[src/common/napc_pkg.sv]
package napc_pkg;

  // ==========================================
  // Packet identifiers
  localparam logic [7:0] ID_BODY_VEL  = 8'h2F;
  localparam logic [7:0] ID_HEADING   = 8'h30;
  localparam logic [7:0] ID_RUN_TIME  = 8'h31;
  localparam logic [7:0] ID_MAG_FIELD = 8'h32;
  localparam logic [7:0] ID_ODO_STATE = 8'h33;
  localparam logic [7:0] ID_EXT_TIME  = 8'h34;
  localparam logic [7:0] ID_EXT_DEPTH = 8'h35;
  localparam logic [7:0] ID_GEOID     = 8'h36;
  localparam logic [7:0] ID_RTCM      = 8'h37;

  // ==========================================
  // Payload lengths
  localparam logic [7:0] LEN_BODY_VEL_S = 8'h10;
  localparam logic [7:0] LEN_BODY_VEL_L = 8'h18;
  localparam logic [7:0] LEN_HEADING    = 8'h08;
  localparam logic [7:0] LEN_RUN_TIME   = 8'h08;
  localparam logic [7:0] LEN_MAG_FIELD  = 8'h0C;
  localparam logic [7:0] LEN_ODO_STATE  = 8'h14;
  localparam logic [7:0] LEN_EXT_TIME   = 8'h08;
  localparam logic [7:0] LEN_EXT_DEPTH  = 8'h08;
  localparam logic [7:0] LEN_GEOID      = 8'h04;
  localparam logic [7:0] LEN_RTCM_MAX   = 8'hFF;

  // ==========================================
  // Field offsets and word slots
  localparam int WORD_BYTES     = 4;
  localparam int NUM_WORDS      = 6;
  localparam int OFF_ODO_ACTIVE = 16;
  localparam int OFF_ODO_RSVD   = 17;

  // ==========================================
  // Buffer geometry
  localparam int BUF_WIDTH = 8;
  localparam int BUF_DEPTH = 2;

endpackage

[src/verilog/napc_skid_buf.sv]
`timescale 1ns/100ps
`default_nettype none
module napc_skid_buf #(
  parameter int WIDTH = 8,
  parameter int DEPTH = 2
) (
  // Clock and reset
  input  wire logic             clk,
  input  wire logic             sys_rst,
  // Fill side
  input  wire logic             in_valid,
  output logic                  in_ready,
  input  wire logic [WIDTH-1:0] in_data,
  // Drain side
  output logic                  out_valid,
  input  wire logic             out_ready,
  output logic      [WIDTH-1:0] out_data
);
  localparam int AW = (DEPTH > 1) ? $clog2(DEPTH) : 1;

  initial begin
    if (DEPTH < 2 || (DEPTH & (DEPTH - 1)) != 0) begin
      $error("DEPTH must be a power of two of at least 2");
    end
  end

  logic [WIDTH-1:0] mem_q [DEPTH];
  logic [AW:0]      wr_q;
  logic [AW:0]      rd_q;
  logic             push;
  logic             pop;

  assign in_ready  = (wr_q - rd_q) != (AW+1)'(DEPTH);
  assign out_valid = wr_q != rd_q;
  assign out_data  = mem_q[rd_q[AW-1:0]];
  assign push      = in_valid && in_ready;
  assign pop       = out_valid && out_ready;

  // ==========================================
  // Pointers
  always_ff @(posedge clk or posedge sys_rst) begin
    if (sys_rst) begin
      wr_q <= '0;
      rd_q <= '0;
    end else begin
      if (push) begin
        wr_q <= wr_q + 1'b1;
      end
      if (pop) begin
        rd_q <= rd_q + 1'b1;
      end
    end
  end

  // ==========================================
  // Storage
  always_ff @(posedge clk) begin
    if (push) begin
      mem_q[wr_q[AW-1:0]] <= in_data;
    end
  end
endmodule
`default_nettype wire

[src/verilog/napc_codec.sv]
// Summary of operation
// ID 47 body velocity, 16 or 24 bytes
// Velocity XYZ at 0,4,8; deviation at 12
// Sender sets length to deviation format
// ID 48 heading and deviation, 8 bytes
// ID 49 running time, seconds and microseconds
// ID 50 magnetic field XYZ, 12 bytes
// ID 51 odometer state, 20 bytes
// ID 52 external time, 8 bytes
// ID 53 depth below sea level, 8 bytes
// ID 54 geoid height, 4 bytes
// Geoid height is ellipsoid minus sea level
// ID 55 payload passed unchanged to receiver
// RTCM length up to 255 bytes
// Wrong length packets are discarded; RTCM frames are forwarded without checking their byte count against the length
// Little endian, IEEE single precision fields
`timescale 1ns/100ps
`default_nettype none
module napc_codec
  import napc_pkg::*;
#(
  parameter int BUF_W = napc_pkg::BUF_WIDTH,
  parameter int BUF_D = napc_pkg::BUF_DEPTH
) (
  // Clock and reset
  input  wire logic        clk,
  input  wire logic        sys_rst,
  // Received payload bytes from host link
  input  wire logic        rx_start,
  input  wire logic [7:0]  rx_id,
  input  wire logic [7:0]  rx_len,
  input  wire logic        rx_valid,
  output logic             rx_ready,
  input  wire logic [7:0]  rx_data,
  input  wire logic        rx_last,
  // Decoded words to navigation filter
  output logic             dec_valid,
  output logic [7:0]       dec_id,
  output logic [2:0]       dec_words,
  output logic [191:0]     dec_data,
  output logic             dec_drop,
  // Correction bytes to GNSS receiver
  output logic             gnss_valid,
  input  wire logic        gnss_ready,
  output logic [7:0]       gnss_data,
  output logic             gnss_last,
  // Transmit request from navigation filter
  input  wire logic        tx_req,
  input  wire logic [7:0]  tx_id,
  input  wire logic [159:0] tx_fields,
  output logic             tx_busy,
  // Encoded payload bytes to host link
  output logic             tx_valid,
  input  wire logic        tx_ready,
  output logic [7:0]       tx_data,
  output logic             tx_last,
  output logic [7:0]       tx_len
);
  import napc_pkg::*;

  initial begin
    if (BUF_W != 8) begin
      $error("BUF_W must be 8");
    end
    if (BUF_D < 2) begin
      $error("BUF_D must be at least 2");
    end
    if (NUM_WORDS * WORD_BYTES * 8 != 192) begin
      $error("Decoded slots must fill dec_data");
    end
    if (LEN_ODO_STATE * 8 > 160) begin
      $error("Odometer payload exceeds tx_fields");
    end
    if (OFF_ODO_RSVD + 3 != LEN_ODO_STATE) begin
      $error("Odometer reserved bytes must end the payload");
    end
  end

  typedef enum logic [1:0] {NAPC_IDLE, NAPC_FIELDS, NAPC_RTCM, NAPC_SKIP} napc_rx_e;

  // ==========================================
  // Length check
  function automatic logic napc_len_ok(input logic [7:0] id, input logic [7:0] len);
    case (id)
      // two accepted lengths
      ID_BODY_VEL:  napc_len_ok = (len == LEN_BODY_VEL_S) || (len == LEN_BODY_VEL_L);
      // heading and deviation words
      ID_HEADING:   napc_len_ok = len == LEN_HEADING;
      ID_RUN_TIME:  napc_len_ok = len == LEN_RUN_TIME;
      ID_MAG_FIELD: napc_len_ok = len == LEN_MAG_FIELD;
      ID_ODO_STATE: napc_len_ok = len == LEN_ODO_STATE;
      // external time two words
      ID_EXT_TIME:  napc_len_ok = len == LEN_EXT_TIME;
      // depth and deviation words
      ID_EXT_DEPTH: napc_len_ok = len == LEN_EXT_DEPTH;
      ID_GEOID:     napc_len_ok = len == LEN_GEOID;
      // any nonzero length to limit
      ID_RTCM:      napc_len_ok = (len != 8'h00) && (len <= LEN_RTCM_MAX);
      default:      napc_len_ok = 1'b0;
    endcase
  endfunction

  napc_rx_e     rx_st_q;
  logic [7:0]   rx_cnt_q;
  logic [7:0]   rx_len_q;
  logic [7:0]   rx_id_q;
  logic [191:0] rx_acc_q;
  logic         buf_in_ready;
  logic         rx_take;
  logic         rx_hdr;
  logic         rx_empty;
  logic         rx_end;
  logic         rx_fit;

  // ==========================================
  // Receive state
  assign rx_take  = rx_valid && rx_ready;
  assign rx_ready = (rx_st_q == NAPC_RTCM) ? buf_in_ready : (rx_st_q != NAPC_IDLE);
  assign rx_hdr   = (rx_st_q == NAPC_IDLE) && rx_start;
  assign rx_empty = rx_hdr && (rx_len == 8'h00);
  assign rx_end   = rx_take && rx_last;
  assign rx_fit   = (rx_st_q == NAPC_FIELDS) && (rx_cnt_q + 8'h01 == rx_len_q);

  always_ff @(posedge clk or posedge sys_rst) begin
    if (sys_rst) begin
      rx_st_q <= NAPC_IDLE;
    end else begin
      case (rx_st_q)
        NAPC_IDLE: begin
          // empty frame never leaves idle
          if (rx_hdr && !rx_empty) begin
            // bad length skipped
            if (!napc_len_ok(rx_id, rx_len)) begin
              rx_st_q <= NAPC_SKIP;
            // container passed through
            end else if (rx_id == ID_RTCM) begin
              rx_st_q <= NAPC_RTCM;
            end else begin
              rx_st_q <= NAPC_FIELDS;
            end
          end
        end
        NAPC_FIELDS, NAPC_RTCM, NAPC_SKIP: begin
          if (rx_end) begin
            rx_st_q <= NAPC_IDLE;
          end
        end
        default: rx_st_q <= NAPC_IDLE;
      endcase
    end
  end

  // ==========================================
  // Header capture
  always_ff @(posedge clk or posedge sys_rst) begin
    if (sys_rst) begin
      rx_len_q <= 8'h00;
      rx_id_q  <= 8'h00;
    end else if (rx_hdr) begin
      rx_len_q <= rx_len;
      rx_id_q  <= rx_id;
    end
  end

  // ==========================================
  // Byte count
  always_ff @(posedge clk or posedge sys_rst) begin
    if (sys_rst) begin
      rx_cnt_q <= 8'h00;
    end else if (rx_hdr) begin
      rx_cnt_q <= 8'h00;
    end else if (rx_take) begin
      rx_cnt_q <= rx_cnt_q + 8'h01;
    end
  end

  // ==========================================
  // Field assembly
  // first byte is least significant
  always_ff @(posedge clk or posedge sys_rst) begin
    if (sys_rst) begin
      rx_acc_q <= '0;
    end else if (rx_hdr) begin
      rx_acc_q <= '0;
    end else if (rx_st_q == NAPC_FIELDS && rx_take && rx_cnt_q < 8'(NUM_WORDS * WORD_BYTES)) begin
      rx_acc_q[rx_cnt_q*8 +: 8] <= rx_data;
    end
  end

  // ==========================================
  // Decoded flags
  always_ff @(posedge clk or posedge sys_rst) begin
    if (sys_rst) begin
      dec_valid <= 1'b0;
      dec_drop  <= 1'b0;
    end else begin
      dec_valid <= rx_end && rx_fit;
      // short, long, skipped or empty dropped
      dec_drop  <= rx_empty || (rx_end && (rx_st_q != NAPC_RTCM) && !rx_fit);
    end
  end

  // ==========================================
  // Decoded words
  always_ff @(posedge clk or posedge sys_rst) begin
    if (sys_rst) begin
      dec_id    <= 8'h00;
      dec_words <= 3'h0;
      dec_data  <= '0;
    end else if (rx_end && rx_fit) begin
      // words at 0,4,8,12 and beyond
      // length selects deviation form
      dec_id    <= rx_id_q;
      dec_words <= 3'(rx_len_q >> 2);
      dec_data  <= rx_acc_q;
      dec_data[rx_cnt_q*8 +: 8] <= rx_data;
    end
  end

  // RTCM bytes unchanged to receiver
  napc_skid_buf #(
    .WIDTH (BUF_W + 1),
    .DEPTH (BUF_D)
  ) u_rtcm_buf (
    .clk       (clk),
    .sys_rst   (sys_rst),
    .in_valid  (rx_valid && rx_st_q == NAPC_RTCM),
    .in_ready  (buf_in_ready),
    .in_data   ({rx_last, rx_data}),
    .out_valid (gnss_valid),
    .out_ready (gnss_ready),
    .out_data  ({gnss_last, gnss_data})
  );

  // ==========================================
  // Transmit side
  logic [159:0] tx_sh_q;
  logic [7:0]   tx_rem_q;
  logic [7:0]   tx_len_sel;
  logic         tx_load;
  logic         tx_step;

  always_comb begin
    case (tx_id)
      // running time 8 bytes
      ID_RUN_TIME:  tx_len_sel = LEN_RUN_TIME;
      // magnetic field 12 bytes
      ID_MAG_FIELD: tx_len_sel = LEN_MAG_FIELD;
      // odometer state 20 bytes
      ID_ODO_STATE: tx_len_sel = LEN_ODO_STATE;
      // geoid height 4 bytes
      ID_GEOID:     tx_len_sel = LEN_GEOID;
      default:      tx_len_sel = 8'h00;
    endcase
  end

  assign tx_busy  = tx_rem_q != 8'h00;
  assign tx_valid = tx_busy;
  assign tx_data  = tx_sh_q[7:0];
  assign tx_last  = tx_rem_q == 8'h01;

  assign tx_load  = !tx_busy && tx_req && (tx_len_sel != 8'h00);
  assign tx_step  = tx_valid && tx_ready;

  // ==========================================
  // Bytes left
  always_ff @(posedge clk or posedge sys_rst) begin
    if (sys_rst) begin
      tx_rem_q <= 8'h00;
    end else if (tx_load) begin
      tx_rem_q <= tx_len_sel;
    end else if (tx_step) begin
      tx_rem_q <= tx_rem_q - 8'h01;
    end
  end

  // ==========================================
  // Frame length
  always_ff @(posedge clk or posedge sys_rst) begin
    if (sys_rst) begin
      tx_len <= 8'h00;
    end else if (tx_load) begin
      tx_len <= tx_len_sel;
    end
  end

  // ==========================================
  // Payload shifter
  always_ff @(posedge clk or posedge sys_rst) begin
    if (sys_rst) begin
      tx_sh_q <= '0;
    end else if (tx_load) begin
      // geoid value passed as supplied
      tx_sh_q <= tx_fields;
      // reserved bytes cleared
      if (tx_id == ID_ODO_STATE) begin
        tx_sh_q[OFF_ODO_RSVD*8 +: 24] <= 24'h00_0000;
      end
    // low byte sent first
    end else if (tx_step) begin
      tx_sh_q <= tx_sh_q >> 8;
    end
  end
endmodule
`default_nettype wire

[config.mk]
export PLATFORM = sky130hd
export DESIGN_NAME = napc_codec
export DESIGN_NICKNAME = d
export VERILOG_FILES = /design/src/common/napc_pkg.sv /design/src/verilog/napc_skid_buf.sv /design/src/verilog/napc_codec.sv
export SDC_FILE = /design/constraint.sdc
export NUM_CORES = 1
export LEC_CHECK = 0
export BUFFER_PORTS_ARGS = -buffer_cell sky130_fd_sc_hd__buf_2
export CORE_MARGIN = 2
export CORE_UTILIZATION = 31
export DETAILED_ROUTE_END_ITERATION = 7
export GPL_ROUTABILITY_DRIVEN = 0
export PLACE_DENSITY = 0.57
export SKIP_LAST_GASP = 1
export SYNTH_ARGS = -nofsm -noshare
export SYNTH_HDL_FRONTEND = slang
export SYNTH_SLANG_ARGS = --single-unit
[constraint.sdc]
create_clock -name clk -period 22.6 [get_ports clk]
set_clock_uncertainty 0.05 [all_clocks]
set_input_delay 3.39 -clock clk [delete_from_list [all_inputs] [get_ports clk]]
set_output_delay 3.39 -clock clk [all_outputs]
set_load 0.005 [all_outputs]
**After elaboration in Yosys (flattened, before gate mapping)**

Memory sizes are Yosys's and may differ from the RTL's.
Cells that the tools add are included.

- Bits in registers: 603
- Bits in writable memories: 18
- Input bits: 200
- Output and inout port bits: 235
- Word-level logic and storage cells: 112
- Memories kept: 1

Memories:

| name | words | width | rd ports | clocked after Yosys merged registers in | write ports | RTL line | text |
|---|---|---|---|---|---|---|---|
| u_rtcm_buf.mem_q | 2 | 9 | 1 | 0 | 1 | napc_skid_buf.sv:27 | `logic [WIDTH-1:0] mem_q [DEPTH];` |

- Add/sub/neg operators: 6
- $lt $le $gt $ge: 2
- Equality and inequality tests: 29
- Shift operators: 2
- Mux-type cells: 22
- Reductions and logical operators: 35

Operators by type and width:

| operator | number |
|---|---|
| $mux 192 | 2 |
| $mux 160 | 2 |
| $bwmux 192 | 1 |
| $shift 8x34->192 const A | 1 |
| $shiftx 8x34->192 | 1 |
| $eq 8x6->1 const B | 13 |
| $neg 11->34 | 1 |
| $mux 8 | 4 |
| $eq 8x5->1 const B | 3 |
| $mux 24 | 1 |
| $reduce_bool 8->1 | 3 |
| $pmux 5 s4 | 1 |
| $logic_and 1x1->1 | 18 |
| $eq 8x4->1 const B | 2 |
| $add 8x1->8 const B | 1 |
| $eq 8x1->1 const B | 1 |
| $eq 8x3->1 const B | 1 |
| $eq 8x8->1 | 1 |
| $le 8x8->1 const B | 1 |
| $logic_not 8->1 | 1 |
| $lt 8x5->1 const B | 1 |
| $mux 2 | 4 |
| $reduce_bool 2->1 | 4 |
| $sub 8x1->8 const B | 1 |
| other kinds (16) | 27 |

**Logic depth before layout (Yosys ltp)**

- Depth after elaboration: 10
- Depth in mapped cells: 14
- Gate-level depth less buffers: 9

**Hierarchy**

Synthesis repeated with hierarchy kept, for this count alone.

- Cell total of the unflattened synthesis: 2587
- Area, all modules: 28384.7 um^2

By module, submodules not included:

| module | instances | cells each | area an instance (um^2) | seq. area each (um^2) |
|---|---|---|---|---|
| napc_codec | 1 | 2532 | 27481.4 | 14864.3 |
| napc_skid_buf | 1 | 55 | 903.4 | 640.6 |

**Worst setup path after synthesis**

Ideal clock, no wire load.

- Kind: in2reg
- Start point: input port rx_start
- End point: register rx_acc_q[144]
- Arrival: 5.173 ns
- Setup slack: 17.295 ns
- Cell stages on the path: 8
- Cells stage by stage: or3b_2 > clkbuf_1 > o31ai_1 > o211a_1 > buf_2 > nand2_1 > nor3_4 > mux2i_1

- Word-level cells in the longest chain between the ends: 2
- Elaborated cells between the ends (all ways): 3
- Those cells by class: mux: 1; reduce/logical: 2

Ends and longest elaborated chain:

| element | RTL line | text |
|---|---|---|
| start: declaration | napc_codec.sv:29 | `input wire logic rx_start,` |
| $logic_and 1x1->1 (*) | napc_codec.sv:119 | `assign rx_hdr = (rx_st_q == NAPC_IDLE) && rx_start;` |
| $mux 192 or $reduce_bool 2->1 (tied branches) | -- |  |
| end signal: indexed assignment | napc_codec.sv:186 | `rx_acc_q[rx_cnt_q*8 +: 8] <= rx_data;` |
| end: declaration | napc_codec.sv:107 | `logic [191:0] rx_acc_q;` |

Every way passes the cells marked *; elsewhere a longest branch is shown, timed or not.
A chain may end at the register's enable or synchronous reset.

**Final worst setup path**

- Start point: input port rx_valid
- End point: register dec_data[177]

- Word-level cells in the longest chain between the ends: 3

Ends and longest elaborated chain:

| element | RTL line | text |
|---|---|---|
| start: declaration | napc_codec.sv:32 | `input wire logic rx_valid,` |
| $logic_and 1x1->1 | napc_codec.sv:117 | `assign rx_take = rx_valid && rx_ready;` |
| $logic_and 1x1->1 | napc_codec.sv:121 | `assign rx_end = rx_take && rx_last;` |
| $logic_and 1x1->1 | napc_codec.sv:210 | `end else if (rx_end && rx_fit) begin` |
| end signal: assignment | napc_codec.sv:215 | `dec_data <= rx_acc_q;` |
| end signal: indexed assignment | napc_codec.sv:216 | `dec_data[rx_cnt_q*8 +: 8] <= rx_data;` |
| end: declaration | napc_codec.sv:40 | `output logic [191:0] dec_data,` |

Every way passes these cells.

==> flow_summary.ini <==
[critical_path]
critPathSlowestCell = buf_4
crit_fanout = 106
cp_cell_sequence = buf_2, and2_1, o21ai_0, a2111o_2, buf_4, buf_4, buf_4, o21ai_0
start_kind = primary input
rrSetupSlack_ns = 17.04
critical_path_class = primary input to flop
path_buf_inv = 4
crit_required_ns = 22.99
cpMostUsedCell = buf_4
end_kind = flop
arrival_ns = 7.04
critical_path.top_delay_family = buffers and inverters
cpPeakStageDelay_ns = 0.86

[timing]
slew_violations = 0
rsz0062_at_grt = no
hold_violations = 0
fin_setup_tns_ns = 0
slew-limit-headroom = 0.258
worst_slew_pin_slew_ns = 1.11
period_minus_slack_ns = 6.65
finalWorstSetupSlack_ns = 15.95
finalCritPeriodShare = 0.294
fmax_mhz = 150
setup_viol = 0

[detailed_routing]
ant_nets = 0
vias = 21244
drt_wl_total_um = 90000
routedWlPerCell_um = 21.2
via_per_inst = 5.01
drt_iter0_markers = 1894
post-route-drc-count = 0
first_pass_iters = 5

[yosys]
yosysTopAreaCellShare = 0.538
ys_seq_area_frac = 0.557
yosys-top-cells-area = dfrtp_1 54%, mux2i_1 8.8%, nand2_1 8.7%, a22oi_1 4.0%, o21ai_1 2.7%
synthFlopType = dfrtp_1
yosys_warnings = 0
syn_avg_cell_area_um2 = 10.3
synthesis.area_um2 = 27800
synth-async-reset-ratio = 0.971
synthCells = 2708
synth_edf_count = 18
ys_types = 73
post-synth-top-area-cell = dfrtp_1
synth-seq-cells = 616

[clocking]
cts_tree = done
postCtsSetupBuffers = 0
cts.sinks = 616
cts-root-buf = clkbuf_16
cts_made_buffers = 74
ctsResizeCount = 0
cts_hold_buf = 0
path_clk_slew_ns = 0.06
cts_max_level = 3
cts_buffer_depth = 3
clock_latency_ns = 0.63

[power]
switching_power_mw = 1.00
p_seq_frac = 0.393
p_leak_nw = 16.3
internal-power_mw = 2.05
p_sw_frac = 0.329
comb_power_share = 0.208
power_density_nw_per_um2 = 92.2
max-vdd-ir-drop_mv = 0.0511
p_clk_frac = 0.399

[place]
port_buffers = 429
dp_slack_ns = 15.33
hpwl_um = 60700

[run]
drv_cap = 0

[layout]
drive_gt1_frac = 0.213
nFillCells = 9001
fin_util = 0.373
area_growth_pct = 19.0
multi_input_area_um2 = 11200
final-seq-area_um2 = 15500
final_common_cell = nand2_1
mostFrequentLayoutCells = 648 x nand2_1, 598 x dfrtp_1, 429 x buf_2
fin_nets = 3213

[status]
status = finished clean

[global_routing]
grt_start_max_net_pins = 137
grt_overflow = 0
grt_pass1_vias = 20897
grt_first_pass_wirelength_um = 135000
antenna_found_initial = 9
grt_usage = 0.193

[floorplan]
dieArea_um2 = 92200
initial_core_util = 0.314
die_h_um = 304
row_count = 109
ioPinCount = 435
die_w_um = 304
core_area_um2 = 88600

[hold_path]
hp-class = flop to flop
[per-layer routing]
| metal | track usage | up-vias | routed length (µm) |
|---|---|---|---|
| met3 | 0.0348 | 131 | 4500 |
| met5 | 0 | - | 0 |
| met2 | 0.307 | 553 | 42700 |
| met1 | 0.266 | 10503 | 40300 |
| met4 | 0.0621 | 0 | 2470 |
| li1 | - | 10057 | - |
[final cells by class]
type | count | share of cell area
Antenna cell | 11 | 0.000832
Clock inverter | 24 | 0.00798
Sequential cell | 616 | 0.468
Clock buffer | 111 | 0.0672
Timing Repair Buffer | 459 | 0.0721
Tap cell | 1165 | 0.0440
Inverter | 14 | 0.00181
Multi-Input combinational cell | 1843 | 0.338
[synthesized netlist by cell type, types with 6 or more instances]
library cell,n
nor4_1,6
nand2b_1,12
a22oi_1,148
mux2_2,12
buf_1,13
inv_1,14
nand2_1,648
xnor2_1,9
mux2_4,11
a22o_1,72
clkbuf_1,159
buf_6,20
nand3_1,80
o21ai_1,152
nor3_4,6
buf_2,22
buf_4,20
o31a_1,18
o21ai_0,149
a21oi_1,25
nor3b_1,6
a31o_2,9
mux2i_1,245
nand4_1,13
xor2_1,9
and3_1,40
nor2b_1,6
nor3_1,13
or3_1,10
dfrtp_1,598
nand3_2,7
nor2_1,51
edfxtp_1,18
and2_1,9
[power by group through the flow]
stage / Sequential [mW] / Combinational [mW] / Clock (mW)
final: 1.20 / 0.633 / 1.22
after global routing: 1.21 / 0.690 / 1.29
after CTS: 1.20 / 0.636 / 1.25
after detailed placement: 1.22 / 0.633 / 0
after global placement: 1.22 / 0.629 / 0
after floorplan: 1.19 / 0.432 / 0
[worst register-to-register path: cells and delay by family, from the launching register on]
family | cells | cell delay (ns)
buffers and inverters | 4 | 2.65
flip-flops | 1 | 0.86
AO/OA/AOI/OAI | 3 | 0.81
adder cells (fa/ha/maj) | 1 | 0.66
XOR/XNOR | 1 | 0.19
AND/OR/NAND/NOR | 1 | 0.17
[sequential cells by signal, indices dropped and copies added, names as in the netlist, 8 cells and up]
register,flops
dec_data,192
dec_id,8
rx_acc_q,192
rx_cnt_q,8
rx_id_q,8
rx_len_q,8
tx_rem_q,8
tx_sh_q,160
u_rtcm_buf.mem_q,18
[cells by family after synthesis]
| group | Yosys count | synth area share |
|---|---|---|
| and+or+nand+nor | 943 | 0.152 |
| DFF | 616 | 0.557 |
| AOI/OAI and AO/OA | 603 | 0.140 |
| muxes | 268 | 0.0989 |
| buffers and inverters | 253 | 0.0434 |
| xor gates and xnor gates | 19 | 0.00625 |
| adders and majority gates | 5 | 0.00225 |
| other | 1 | 0.000135 |
[metrics by stage]
step,hold slack (ns),power [mW],cell area [µm²],instances
global placement,0.400,1.85,30600,4097
detailed placement,0.406,1.85,30600,4097
CTS,0.420,3.09,33100,4232
floorplan,0.389,1.63,27800,2712
finish,0.418,3.05,33100,4243
global route,0.437,3.19,33100,4241
[path summary, 6_finish.rpt]
check / from / end / cells past startpoint
worst max register to register: rx_cnt_q[0] / dec_data[177] / 10
worst max-delay path: rx_valid / dec_data[177] / 8
min in group asynchronous: sys_rst / tx_sh_q[54] / 2
worst min-delay path: tx_sh_q[137] / tx_sh_q[137] / 2
worst min register to register: tx_sh_q[137] / tx_sh_q[137] / 2
max in group asynchronous: sys_rst / dec_id[2] / 4
(Power assumes the default switching activity.)
